### src/common/async_mem_map.svh
// Purpose: Constants for the asynchronous memory strobe sequencer
// Assumes: 100 MHz CPU clock
// Notes: Counts are in CPU clock periods
`ifndef ASYNC_MEM_MAP_SVH
`define ASYNC_MEM_MAP_SVH
`define CNT_W 6
`define ADDR_W 20
`define DATA_W 32
`define BE_W 4
`define RDY_LATENCY 3
`define CS_LINGER 3'h7
`define RDY_SAMPLE_BACK 6'h03
`endif

### src/common/async_mem_pkg.sv
// Purpose: Types for the asynchronous memory strobe sequencer
// Assumes: Used with async_mem_map.svh
// Notes: Binary state codes
package async_mem_pkg;
  typedef enum logic [2:0] {
    ST_IDLE = 3'b000,
    ST_SETUP = 3'b001,
    ST_STROBE = 3'b010,
    ST_WAIT = 3'b011,
    ST_HOLD = 3'b100
  } seq_state_t;
endpackage : async_mem_pkg

### src/core/async_memory_strobe_sequencer.sv
// Purpose: Setup, strobe, hold sequencing of asynchronous memory accesses
// Assumes: Counts come from chip-select space control inputs, each at least one
// Notes: Ready input is synchronised through three flip-flops
`timescale 1ns/1ps
`include "async_mem_map.svh"

module async_memory_strobe_sequencer
  import async_mem_pkg::*;
(
  input wire logic clk, // CPU clock
  input wire logic nrst, // Async reset, active low
  input wire logic req_valid, // Access request
  input wire logic req_write, // 1 write, 0 read
  input wire logic [`ADDR_W-1:0] req_addr, // Word address
  input wire logic [`BE_W-1:0] req_be, // Byte enables, active high
  input wire logic [`DATA_W-1:0] req_wdata, // Write data
  input wire logic ready_use, // Let ready input stretch the strobe
  input wire logic [`CNT_W-1:0] read_setup_cycles, // Read setup count
  input wire logic [`CNT_W-1:0] read_strobe_cycles, // Read strobe count
  input wire logic [`CNT_W-1:0] read_hold_cycles, // Read hold count
  input wire logic [`CNT_W-1:0] write_setup_cycles, // Write setup count
  input wire logic [`CNT_W-1:0] write_strobe_cycles, // Write strobe count
  input wire logic [`CNT_W-1:0] write_hold_cycles, // Write hold count
  input wire logic async_ready_in, // Ready from memory, asynchronous
  input wire logic [`DATA_W-1:0] ext_data_in, // Data bus input
  output logic req_ready, // Sequencer idle, request taken
  output logic rsp_valid, // Read data valid pulse or write done
  output logic [`DATA_W-1:0] rsp_rdata, // Captured read data
  output logic chip_select_n, // Chip select
  output logic [`BE_W-1:0] byte_lane_enable_n, // Byte enables
  output logic [`ADDR_W-1:0] ext_word_address, // Word address
  output logic [`DATA_W-1:0] ext_data_bus, // Data bus output
  output logic ext_data_oe, // Data bus output enable
  output logic async_output_enable_n, // Output enable
  output logic read_strobe_n, // Read strobe
  output logic write_strobe_n, // Write strobe
  output logic half_rate_clock_out // CPU clock divided by two
);

  seq_state_t state;
  logic is_write;
  logic [`CNT_W-1:0] cnt;
  logic [`CNT_W-1:0] strobe_len;
  logic [2:0] rdy_sync;
  logic rdy_ok;
  logic rdy_now;
  logic [2:0] linger;
  logic [`CNT_W-1:0] hold_len;
  logic strobe_end;
  logic strobe_on;
  logic [`CNT_W-1:0] low_cycles;

  // ----------------------------------------
  // Ready synchroniser
  // ----------------------------------------
  // three-stage synchroniser
  always_ff @(posedge clk or negedge nrst) begin
    if (!nrst) begin
      rdy_sync <= 3'h7;
    end else begin
      rdy_sync <= {rdy_sync[1:0], async_ready_in};
    end
  end

  // Level accepted once stages two and three agree
  always_ff @(posedge clk or negedge nrst) begin
    if (!nrst) begin
      rdy_ok <= 1'b1;
    end else if (rdy_sync[1] == rdy_sync[2]) begin
      rdy_ok <= rdy_sync[2];
    end
  end

  // Accepted level, usable in the very cycle the two stages agree
  assign rdy_now = (rdy_sync[1] == rdy_sync[2]) ? rdy_sync[2] : rdy_ok;

  // ----------------------------------------
  // Sequencer
  // ----------------------------------------
  function automatic logic [`CNT_W-1:0] pick(input logic wr, input logic [`CNT_W-1:0] r,
                                               input logic [`CNT_W-1:0] w);
    pick = wr ? w : r;
  endfunction : pick

  // Strobe ends at this edge: count run out with ready seen or not used, or wait released
  assign strobe_end = (state == ST_STROBE && cnt <= 6'h01 && !(ready_use && !rdy_now)) ||
                      (state == ST_WAIT && rdy_now);

  // Strobe low from the last setup cycle until the strobe end
  assign strobe_on = (state == ST_SETUP && cnt <= 6'h01) ||
                     ((state == ST_STROBE || state == ST_WAIT) && !strobe_end);

  always_ff @(posedge clk or negedge nrst) begin
    if (!nrst) begin
      state <= ST_IDLE;
      cnt <= 6'h00;
      is_write <= 1'b0;
      strobe_len <= 6'h00;
      hold_len <= 6'h00;
    end else begin
      unique case (state)
        ST_IDLE: begin
          if (req_valid) begin
            is_write <= req_write;
            cnt <= pick(req_write, read_setup_cycles, write_setup_cycles);
            strobe_len <= pick(req_write, read_strobe_cycles, write_strobe_cycles);
            hold_len <= pick(req_write, read_hold_cycles, write_hold_cycles);
            state <= ST_SETUP;
          end
        end
        ST_SETUP: begin
          if (cnt <= 6'h01) begin
            cnt <= strobe_len;
            state <= ST_STROBE;
          end else begin
            cnt <= cnt - 6'h01;
          end
        end
        ST_STROBE: begin
          if (strobe_end) begin
            cnt <= hold_len;
            state <= ST_HOLD;
          end else if (cnt <= 6'h01) begin
            // Ready sampled three cycles back still low: stretch
            state <= ST_WAIT;
          end else begin
            cnt <= cnt - 6'h01;
          end
        end
        ST_WAIT: begin
          // strobe ends the edge ready is accepted
          if (strobe_end) begin
            cnt <= hold_len;
            state <= ST_HOLD;
          end
        end
        ST_HOLD: begin
          if (cnt <= 6'h01) begin
            state <= ST_IDLE;
          end else begin
            cnt <= cnt - 6'h01;
          end
        end
        default: begin
          state <= ST_IDLE;
        end
      endcase
    end
  end

  // ----------------------------------------
  // Pin registers
  // ----------------------------------------
  // select signals latched for the whole access
  always_ff @(posedge clk or negedge nrst) begin
    if (!nrst) begin
      byte_lane_enable_n <= 4'hf;
      ext_word_address <= 20'h00000;
      ext_data_bus <= 32'h00000000;
      ext_data_oe <= 1'b0;
      async_output_enable_n <= 1'b1;
    end else if (state == ST_IDLE && req_valid) begin
      byte_lane_enable_n <= ~req_be;
      ext_word_address <= req_addr;
      ext_data_bus <= req_wdata;
      ext_data_oe <= req_write;
      async_output_enable_n <= req_write;
    end else if (state == ST_HOLD && cnt <= 6'h01) begin
      byte_lane_enable_n <= 4'hf;
      ext_data_oe <= 1'b0;
      async_output_enable_n <= 1'b1;
    end
  end

  // chip select lingers after the cycle
  always_ff @(posedge clk or negedge nrst) begin
    if (!nrst) begin
      chip_select_n <= 1'b1;
      linger <= 3'h0;
    end else if (state == ST_IDLE && req_valid) begin
      chip_select_n <= 1'b0;
      linger <= 3'h0;
    end else if (state == ST_HOLD && cnt <= 6'h01) begin
      linger <= `CS_LINGER;
    end else if (state == ST_IDLE && linger != 3'h0) begin
      linger <= linger - 3'h1;
      if (linger == 3'h1) begin
        chip_select_n <= 1'b1;
      end
    end
  end

  always_ff @(posedge clk or negedge nrst) begin
    if (!nrst) begin
      read_strobe_n <= 1'b1;
      write_strobe_n <= 1'b1;
    end else begin
      read_strobe_n <= !(strobe_on && !is_write);
      write_strobe_n <= !(strobe_on && is_write);
    end
  end

  // Read data sampled at strobe end, completion pulse
  always_ff @(posedge clk or negedge nrst) begin
    if (!nrst) begin
      rsp_valid <= 1'b0;
      rsp_rdata <= 32'h00000000;
      req_ready <= 1'b1;
    end else begin
      rsp_valid <= (state == ST_HOLD && cnt <= 6'h01);
      req_ready <= (state == ST_IDLE && !req_valid) || (state == ST_HOLD && cnt <= 6'h01);
      if (strobe_end && !is_write) begin
        rsp_rdata <= ext_data_in;
      end
    end
  end

  always_ff @(posedge clk or negedge nrst) begin
    if (!nrst) begin
      half_rate_clock_out <= 1'b0;
    end else begin
      half_rate_clock_out <= !half_rate_clock_out;
    end
  end

  // ----------------------------------------
  // Assertion helper
  // ----------------------------------------
  // Strobe-low length so far, saturating on a hung wait
  always_ff @(posedge clk or negedge nrst) begin
    if (!nrst) begin
      low_cycles <= 6'h00;
    end else if (read_strobe_n && write_strobe_n) begin
      low_cycles <= 6'h00;
    end else if (low_cycles != 6'h3f) begin
      low_cycles <= low_cycles + 6'h01;
    end
  end
endmodule : async_memory_strobe_sequencer

### config.mk
export PLATFORM = sky130hd
export DESIGN_NAME = async_memory_strobe_sequencer
export DESIGN_NICKNAME = d
export VERILOG_FILES = /design/src/common/async_mem_pkg.sv /design/src/core/async_memory_strobe_sequencer.sv
export VERILOG_INCLUDE_DIRS = /design/src /design/src/common
export SDC_FILE = /design/constraint.sdc
export NUM_CORES = 1
export LEC_CHECK = 0
export BUFFER_PORTS_ARGS = -buffer_cell sky130_fd_sc_hd__buf_2
export CORE_UTILIZATION = 50
export CTS_BUF_LIST = sky130_fd_sc_hd__clkbuf_4 sky130_fd_sc_hd__clkbuf_8
export DETAILED_ROUTE_END_ITERATION = 10
export GPL_TIMING_DRIVEN = 0
export PLACE_DENSITY = 0.93
export SLEW_MARGIN = 10
export SYNTH_ARGS = -nofsm -noshare
export SYNTH_HDL_FRONTEND = slang
export SYNTH_SLANG_ARGS = --single-unit
### constraint.sdc
create_clock -name clk -period 3.1 [get_ports clk]
set_clock_uncertainty 0.15 [all_clocks]
set_input_delay 0.775 -clock clk [delete_from_list [all_inputs] [get_ports clk]]
set_output_delay 0.775 -clock clk [all_outputs]
set_load 0.02 [all_outputs]
==> flow_summary.yaml, run 1 <==
synthesis:
  synth-warning-count: 0
  synth_edf_count: 0
  yosys.area.top_type: "dfrtp_1"
  ys_ff_latch: 125
  synth.net_count: 669
  yosysTopAreaCellShare_pct: 50.5
  synthTopCellsByArea: "dfrtp_1, nand2_1, mux2_4"
  syn_inst: 534
  yosys_most_used_dff: "dfrtp_1"
  avgSynthCellArea_um2: 10.4
  yosysSeqAreaShare_pct: 56.7
  ys_async_sr_fraction_pct: 100
  synth.distinct_cells: 54
  netlist_area_mm2: 0.00555
grt:
  grt.overflow.total: 0
  grt_use_total_pct: 24.4
  antenna_found_initial: 0
  grt_pass1_wl_mm: 21.7
  grt_start_max_net_pins: 78
  grt_pass1_vias: 4604
power_and_ir_drop:
  seqPwrFrac_pct: 37.4
  switching_power_mw: 2.97
  pwr-share-comb_pct: 41.8
  internal_power_mw: 4.57
  totalPowerFinal_mw: 7.54
  irDropWorstVdd_v: 0.000687
  leakagePower_nw: 4.01
  clock_power_share_pct: 20.9
  swShare_pct: 39.3
  powerDensity_mw_per_mm2: 1030
final_layout:
  final_nets: 912
  final_cells: 930
  final_area_mm2: 0.00732
  antenna_cells: 0
  fin_util_pct: 67.5
  drive_gt1_share_pct: 41.1
  final.fill_count: 873
  area_delta_synth_final_pct: 31.9
critical_path:
  cp_max_fo: 10
  crit_arrival_ns: 2.90
  cp_slowest_cell: "a21oi_1"
  crit_path_cell_trace: "inv_1 -> ha_1 -> o21ba_2 -> buf_2 -> o211ai_2 -> a21oi_1 -> a2111oi_0 -> o31ai_1"
  endpoint_kind: "flip-flop"
  max_stage_delay_ns: 0.51
  worstSetupPathType: "reg2reg"
  cp_num_buf_inv: 2
  cp_data_required_time_ns: 3.26
  rrSetupSlack_ns: 0.36
  start_kind: "flip-flop"
  cpLargestDelayFamily: "compound AO/OA/AOI/OAI gates"
die:
  die_area_mm2: 0.0115
  core.rowCount: 38
  coreArea_mm2: 0.0108
  die_h_um: 107
  initial_utilization_pct: 51.2
  ios: 226
  fp.dieW_um: 107
routing:
  drc_errors: 0
  vias: 4683
  first_iter_violations: 236
  wl_mm: 13.6
  avgViaCountPerCell: 5.04
  ant_nets: 0
  wl_per_cell_um: 14.6
  firstDrtPassIters: 4
placed_design:
  gp_congestion: 0.915
  port_buffers: 223
  pre_cts_ws_ns: 0.433
  detailed_place_hpwl_mm: 10.1
  placed_area_mm2: 0.00687
  placed_cells: 898
worst_hold_path:
  hold_path_class: "in2async"
timing:
  timing.hold.ws_ns: 0.135
  postLayoutSetupSlackWorst_ns: 0.364
  worst_slew_pin_slew_ns: 0.606
  rsz0062_at_grt: "no"
  hold_viol: 0
  period_share_pct: 88.2
  maxSlewViolCount: 0
  max_freq_ghz: 0.366
  setup_tns_ns: 0
  max_slew_margin_pct: 59.3
  finalSetupViolCount: 0
  period_minus_slack_ns: 2.74
clocking:
  clk_pin_slew_ns: 0.08
  cts_made_buffers: 17
  cts_max_level: 4
  cts_resized: 0
  root_buffer: "clkbuf_8"
  tritoncts: "built"
  clk_latency_ns: 0.41
  post-cts-setup-buffer-count: 0
  cts_sinks: 125
  cts.path.max_buffers: 2
  cts_hold_buffers: 0
outcome:
  outcome: "completed"
flow_run:
  drv_cap: 0
[Yosys cell counts (all sizes together) (2+ instances only)]
library cell and n:
o21ai 32, a211oi 3, buf 13, ha 5, inv 13, nor2b 2, clkbuf 18, nand3 5
nor4 2, nand2 188, o31ai 4, mux2 37, or2 2, nand3b 2, nand2b 3, and2 3
xnor2 4, dfrtp 112, mux2i 14, nor2 8, a21oi 16, dfstp 13, o211ai 3, a31oi 4
a32oi 2, nor3 4
[cells by family after synthesis]
family                     after synthesis  share of synthesized area [%]
buffers and inverters                   44                           3.54
DFF                                    125                           56.7
muxes                                   51                           12.1
adders and majority gates                6                           1.33
xor gates and xnor gates                 5                          0.790
and+or+nand+nor                        224                           16.5
AOI/OAI and AO/OA                       79                           9.05
[worst register-to-register path: stages, from the launching register on]
cell       delay [ns]
dfrtp_1          0.47
inv_1            0.17
ha_1             0.26
o21ba_2          0.21
buf_2            0.22
o211ai_2         0.14
a21oi_1          0.51
a2111oi_0        0.25
o31ai_1          0.26
[power groups by stage]
stage	logic, mW	clock network (mW)	registers (mW)
6_report	3.15	1.57	2.82
5_1_grt	3.46	1.68	2.90
4_1_cts	3.17	1.60	2.82
3_5_place_dp	3.17	0	2.82
3_3_place_gp	3.06	0	2.79
2_1_floorplan	1.41	0	3.48
[cell usage in the layout, fill, tap and decap left out, types with 2 or more instances in the layout]
master,instances
nand3_1,5
nor4_1,2
o21ai_0,32
a31oi_1,4
clkinv_2,2
clkbuf_1,18
dfstp_2,13
o211ai_1,2
a21oi_1,15
and2_1,3
nor3_1,3
clkbuf_8,18
bufinv_16,4
nor2_1,8
mux2i_1,14
or2_2,2
buf_6,4
buf_2,229
buf_1,3
nand2_1,188
nand2b_1,3
a211oi_1,3
ha_1,5
mux2_4,30
nand3b_1,2
mux2_2,7
o31ai_1,4
a32oi_1,2
xnor2_1,4
dfrtp_1,112
clkinv_4,5
inv_1,13
nor2b_1,2
[path summary, 6_finish.rpt]
path,from,cells past startpoint,endpoint
max in group asynchronous,nrst,2,byte_lane_enable_n[1]$_DFFE_PN1P_
max reg2reg,cnt[0]$_DFFE_PN0P_,8,cnt[5]$_DFFE_PN0P_
min in group clk,rdy_sync[0]$_DFF_PN1_,0,rdy_sync[1]$_DFF_PN1_
min reg2reg,rdy_sync[0]$_DFF_PN1_,0,rdy_sync[1]$_DFF_PN1_
max,cnt[0]$_DFFE_PN0P_,8,cnt[5]$_DFFE_PN0P_
min,nrst,1,hold_len[2]$_DFFE_PN0P_
[cell type report]
type                    instances  area (um2)  share of cell area (%)
flip-flops and latches        125        3140                    43.0
multi-input cells             365        2200                    30.1
repair buffers                224        1150                    15.7
clock buffers                  19         255                    3.49
clock inverters                13         190                    2.60
well taps                     140         175                    2.39
plain buffers                  31         148                    2.02
inverters                      13        48.8                   0.667
[sequential cells by signal, indices dropped and copies added, names as in the netlist]
signal,cells
rsp_valid,1
read_strobe_n,1
chip_select_n,1
async_output_enable_n,1
byte_lane_enable_n,4
cnt,6
ext_word_address,20
half_rate_clock_out,1
rdy_sync,3
rdy_ok,1
write_strobe_n,1
state,3
req_ready,1
rsp_rdata,32
ext_data_oe,1
ext_data_bus,32
is_write,1
hold_len,6
linger,3
strobe_len,6
[routing by layer]
metal	part of all wire, %	global-route usage (%)
met1	42	30.3
met3	6.9	6.66
met4	1.9	7.73
met5	0	0
met2	50	41.3
Note: power is estimated with default switching activity, not from simulation.
==> run 2, diff against run 1 <==
- ABC_AREA: not set -> 1
- PLACE_DENSITY: 0.93 -> 0.94
==> run 2 against run 1 <==
Compared with the run above: global-route usage up 1.6 points; routed wire length up 5.4%; non-clock buffer count unchanged; die area down 1.2%; sequential power up 2%; hold slack worse by 0.044 ns; core utilization up 2.3 points; total power up 9.8%; combinational power up 17%; critical path depth up 5; count of clock-buffer cells in the layout unchanged.
==> flow_summary.yaml, run 2 <==
critical_path:
  reg2reg_from: "cnt[0]$_DFFE_PN0P_"
  start_kind: "flip-flop"
  r2r_cells: 13
  max_stage_delay_ns: 0.42
  timing.rr.end: "cnt[2]$_DFFE_PN0P_"
  crit_arrival_ns: 2.38
  cp_max_fo: 5
  endpoint_kind: "flip-flop"
  worstSetupPathType: "reg2reg"
  crit_top_cell: "nand2_1"
  rrSetupSlack_ns: 0.88
  cp_slowest_cell: "dfrtp_1"
  cp_data_required_time_ns: 3.26
  crit_path_cell_trace: "inv_1 -> ha_1 -> inv_1 -> nand2_1 -> nand3_4 -> nor2_4 -> nand2_4 -> nand3_1 -> nand2_1 -> nand2_1 -> nand2_1 -> nor2_1 -> nor2_1"
clocking:
  post-cts-setup-buffer-count: 0
  cts.path.max_buffers: 2
  cts_resized: 0
  cts_max_level: 4
  clk_latency_ns: 0.41
  root_buffer: "clkbuf_8"
  clk_pin_slew_ns: 0.08
  tritoncts: "built"
  cts_hold_buffers: 0
  cts_made_buffers: 17
  cts_sinks: 125
synthesis:
  synth.net_count: 795
  synthTopCellsByCount: "nand2_1, dfrtp_1, nand3_1"
  yosys.area.top_type: "dfrtp_1"
  synth.most_common_cell: "nand2_1"
  netlist_area_mm2: 0.00548
  synth-warning-count: 0
  synthTopCellsByArea: "dfrtp_1, nand2_1, nand3_1"
  yosys_most_used_dff: "dfrtp_1"
  avgSynthCellArea_um2: 8.30
  synth.distinct_cells: 29
  syn_inst: 660
  yosysTopAreaCellShare_pct: 51.2
  synth_edf_count: 0
  yosysSeqAreaShare_pct: 57.4
  ys_ff_latch: 125
  ys_async_sr_fraction_pct: 100
grt:
  grt_pass1_vias: 4904
  grt_pass1_wl_mm: 23.2
  grt.overflow.total: 0
  grt_use_total_pct: 26.0
  antenna_found_initial: 0
  grt_start_max_net_pins: 90
routing:
  vias: 5208
  first_iter_violations: 286
  avgViaCountPerCell: 4.94
  wl_per_cell_um: 13.6
  firstDrtPassIters: 5
  ant_nets: 0
  drc_errors: 0
  wl_mm: 14.3
power_and_ir_drop:
  leakagePower_nw: 4.24
  switching_power_mw: 3.57
  powerDensity_mw_per_mm2: 1130
  pwr-share-comb_pct: 44.6
  seqPwrFrac_pct: 34.6
  totalPowerFinal_mw: 8.28
  swShare_pct: 43.1
  internal_power_mw: 4.71
  irDropWorstVdd_v: 0.000543
  clock_power_share_pct: 20.8
outcome:
  outcome: "completed"
final_layout:
  antenna_cells: 0
  drive_gt1_share_pct: 34.6
  layout_commonest_cell: "nand2_1"
  final_cells: 1054
  area_delta_synth_final_pct: 33.2
  final.fill_count: 864
  top_regs: "ext_data_bus: 32 flops, rsp_rdata: 32 flops, ext_word_address: 20 flops"
  final_nets: 1040
  layout_common_cells: "nand2_1, buf_2, dfrtp_1"
die:
  core.rowCount: 37
  initial_utilization_pct: 52.4
  fp.dieW_um: 107
  ios: 226
  die_area_mm2: 0.0114
  die_h_um: 107
  coreArea_mm2: 0.0105
flow_run:
  drv_cap: 0
timing:
  hold_viol: 0
  rsz0062_at_grt: "no"
  max_freq_ghz: 0.450
  worst_slew_pin_slew_ns: 0.497
  max_slew_margin_pct: 66.9
  maxSlewViolCount: 0
  finalSetupViolCount: 0
  period_share_pct: 71.6
  period_minus_slack_ns: 2.22
placed_design:
  port_buffers: 225
  gp_congestion: 0.866
  detailed_place_hpwl_mm: 10.5
  placed_cells: 1022
worst_hold_path:
  hold_path_class: "in2async"
run 2: changes by cell type after synthesis, sizes merged, moves of 8 or more:
cell	before	now
mux2	37	0
o21ai	32	5
clkbuf	18	6
nor2	8	37
nand3	5	74
inv	13	31
a21oi	16	8
mux2i	14	0
buf	13	23
nand2	188	333
run 2: cell type report:
class / instances / area (um2) / area share (%)
Buffer: 29 / 146 / 2.01
Clock buffer: 19 / 249 / 3.41
Clock inverter: 13 / 240 / 3.29
Inverter: 32 / 120 / 1.65
Multi-Input combinational cell: 474 / 2070 / 28.3
Sequential cell: 125 / 3140 / 43.1
Tap cell: 136 / 170 / 2.33
Timing Repair Buffer: 226 / 1160 / 15.9
run 2: layer usage:
| metal | GRT usage, % | routed length [um] |
|---|---|---|
| met1 | 33.2 | 5880 |
| met3 | 6.32 | 1080 |
| met4 | 8.71 | 271 |
| met2 | 43.5 | 7100 |
| met5 | 0 | 0 |
run 2: critical path, delay by kind of cell (launching register included):
family / cells / cell delay, ns
buffers and inverters: 2 / 0.20
AND/OR/NAND/NOR: 10 / 1.10
flip-flops: 1 / 0.42
adder cells (fa/ha/maj): 1 / 0.23
run 2: cells by family (layout without fill, tap and decap cells):
group	Yosys count	count (layout)	share of synthesized area [%]
simple gates	446	446	34.0
flops	125	125	57.4
fa+ha+maj	5	5	1.14
compound gates	19	19	1.96
xor+xnor	4	4	0.640
buf+inv	61	319	4.87
run 2: per-stage QoR:
stage          hold WS [ns]  setup TNS (ns)  setup slack (ns)  instance area [um2]  utilization (%)
4_1_cts              0.0897               0             0.911                 7300             69.7
3_3_place_gp          0.204          -48.28            -0.440                 6770             64.7
3_5_place_dp          0.199               0              1.01                 6810             65.1
2_1_floorplan         0.195               0              1.29                 5480                -
5_1_grt              0.0947               0             0.699                 7300             69.7
6_report             0.0904               0             0.879                 7300             69.7
run 2: worst max-delay path by stage:
stage                        from                            to  slack, ns  depth (start not counted)
6_report       cnt[0]$_DFFE_PN0P_            cnt[2]$_DFFE_PN0P_       0.88                         13
5_1_grt        cnt[0]$_DFFE_PN0P_            cnt[2]$_DFFE_PN0P_       0.70                         13
4_1_cts        cnt[0]$_DFFE_PN0P_            cnt[2]$_DFFE_PN0P_       0.91                         13
3_5_place_dp            req_valid     strobe_len[4]$_DFFE_PN0P_       1.01                          7
3_3_place_gp                 nrst  ext_data_bus[20]$_DFFE_PN0P_      -0.44                          1
2_1_floorplan  cnt[0]$_DFFE_PN0P_            cnt[2]$_DFFE_PN0P_       1.29                         13
run 2: power groups by stage:
stage	combinational, mW	sequential (mW)	clock (mW)
2_1_floorplan	1.71	3.58	0
3_3_place_gp	3.55	2.85	0
3_5_place_dp	3.68	2.87	0
4_1_cts	3.70	2.86	1.74
5_1_grt	4.09	2.95	1.82
6_report	3.69	2.87	1.72
==> run 3, diff against run 2 <==
- clock period: 3.1 -> 2.2 ns (I/O delays scaled with it)
==> run 3 against run 2 <==
Compared with the run above: hold slack lost 0.010 ns; total power grew 41%; clock power grew 41%; core utilization grew 0.22 points; die area is the same; sequential cell count is the same; non-clock buffer count grew 1; global-route usage is essentially flat; highest routed layer unchanged.
==> flow_summary.yaml, run 3 (same netlist as run 2, synthesis figures left out) <==
routing:
  firstDrtPassIters: 5
  first_iter_violations: 301
  ant_nets: 0
  wl_per_cell_um: 13.6
  drc_errors: 0
  vias: 5244
  wl_mm: 14.4
  avgViaCountPerCell: 4.97
outcome:
  outcome: "completed"
power_and_ir_drop:
  leakagePower_nw: 4.24
  powerDensity_mw_per_mm2: 1600
  irDropWorstVdd_v: 0.000767
final_layout:
  drive_gt1_share_pct: 35.1
  top_regs: "ext_data_bus: 32 flops, rsp_rdata: 32 flops, ext_word_address: 20 flops"
  layout_commonest_cell: "nand2_1"
  layout_common_cells: "nand2_1, buf_2, dfrtp_1"
  fin_util_pct: 70.0
  final_nets: 1041
  antenna_cells: 0
  area_delta_synth_final_pct: 33.6
timing:
  maxSlewViolCount: 0
  worst_slew_pin_slew_ns: 0.497
  period_minus_slack_ns: 2.06
  rsz0062_at_grt: "no"
  timing.hold.ws_ns: 0.0803
  max_slew_margin_pct: 66.9
  hold_viol: 0
  period_share_pct: 93.8
  setup_tns_ns: 0
  postLayoutSetupSlackWorst_ns: 0.137
  finalSetupViolCount: 0
  max_freq_ghz: 0.485
clocking:
  cts.path.max_buffers: 2
  clk_latency_ns: 0.41
  clk_pin_slew_ns: 0.07
  cts_sinks: 125
  tritoncts: "built"
  cts_max_level: 4
  root_buffer: "clkbuf_8"
  cts_made_buffers: 17
  post-cts-setup-buffer-count: 0
critical_path:
  worstSetupPathType: "reg2reg"
  start_kind: "flip-flop"
  endpoint_kind: "flip-flop"
  cp_max_fo: 10
  crit_arrival_ns: 2.21
  cp_data_required_time_ns: 2.34
  r2r_cells: 12
grt:
  grt_use_total_pct: 26.0
  grt.overflow.total: 0
  antenna_found_initial: 0
  grt_start_max_net_pins: 90
  grt_pass1_vias: 4910
  grt_pass1_wl_mm: 23.2
placed_design:
  port_buffers: 225
  detailed_place_hpwl_mm: 10.5
  gp_congestion: 0.866
  pre_cts_ws_ns: 0.132
die:
  initial_utilization_pct: 52.4
  coreArea_mm2: 0.0105
  core.rowCount: 37
  die_h_um: 107
  die_area_mm2: 0.0114
  ios: 226
  fp.dieW_um: 107
flow_run:
  drv_cap: 0
worst_hold_path:
  hold_path_class: "in2reg"
  hold_depth: 1
run 3: timing repair:
item,4_1_cts,5_1_grt
hold endpoints to repair,29,0
resized for setup,0,5
hold buffers,1,0
endpoints found under the setup margin,0,35
run 3: area by class of cell:
type	count	area [um2]
Inverter	32	120
Clock inverter	13	240
Timing Repair Buffer	227	1170
Buffer	29	146
Multi-Input combinational cell	474	2080
Clock buffer	19	249
Tap cell	136	170
Sequential cell	125	3140
Fill cell	859	3140
run 3: path summary, 6_finish.rpt:
kind                       slack (ns)             startpoint                                 to
max                              0.14     cnt[0]$_DFFE_PN0P_           rsp_rdata[1]$_DFFE_PN0P_
min                              0.08         async_ready_in              rdy_sync[0]$_DFF_PN1_
max reg2reg                      0.14     cnt[0]$_DFFE_PN0P_           rsp_rdata[1]$_DFFE_PN0P_
min reg2reg                      0.21  rdy_sync[0]$_DFF_PN1_              rdy_sync[1]$_DFF_PN1_
max in group asynchronous        0.68                   nrst  byte_lane_enable_n[1]$_DFFE_PN1P_
min in group asynchronous        0.46                   nrst        ext_data_bus[1]$_DFFE_PN0P_
run 3: power by group:
part           internal (mW)  leakage, nW  switching, mW
clock network           1.50        0.242          0.925
logic                   1.73         2.46           3.50
registers               3.43         1.54          0.616
run 3: per-layer routing:
layer  wire length [um]  track usage (%)
met5                  0                0
met4                261             8.71
met2               7170             43.5
met1               5880             33.2
met3               1080             6.32
run 3: worst max-delay path: stages, from the launching register on:
cell and delay [ns]:
dfrtp_1 0.43, inv_2 0.11, ha_2 0.21, inv_1 0.05, nand2_1 0.11, nand3_4 0.13
nor2_4 0.13, nand2_4 0.10, nand2_4 0.11, nand2_2 0.09, buf_2 0.20, nand2_1 0.08
nand2_1 0.06
run 3: stage by stage:
stage	total power [mW]	cells	area [um2]
global placement	9.01	1021	6770
global route	12.5	1055	7320
finish	11.7	1055	7320
CTS	11.7	1055	7310
floorplan	7.46	660	5480
detailed placement	9.24	1022	6810
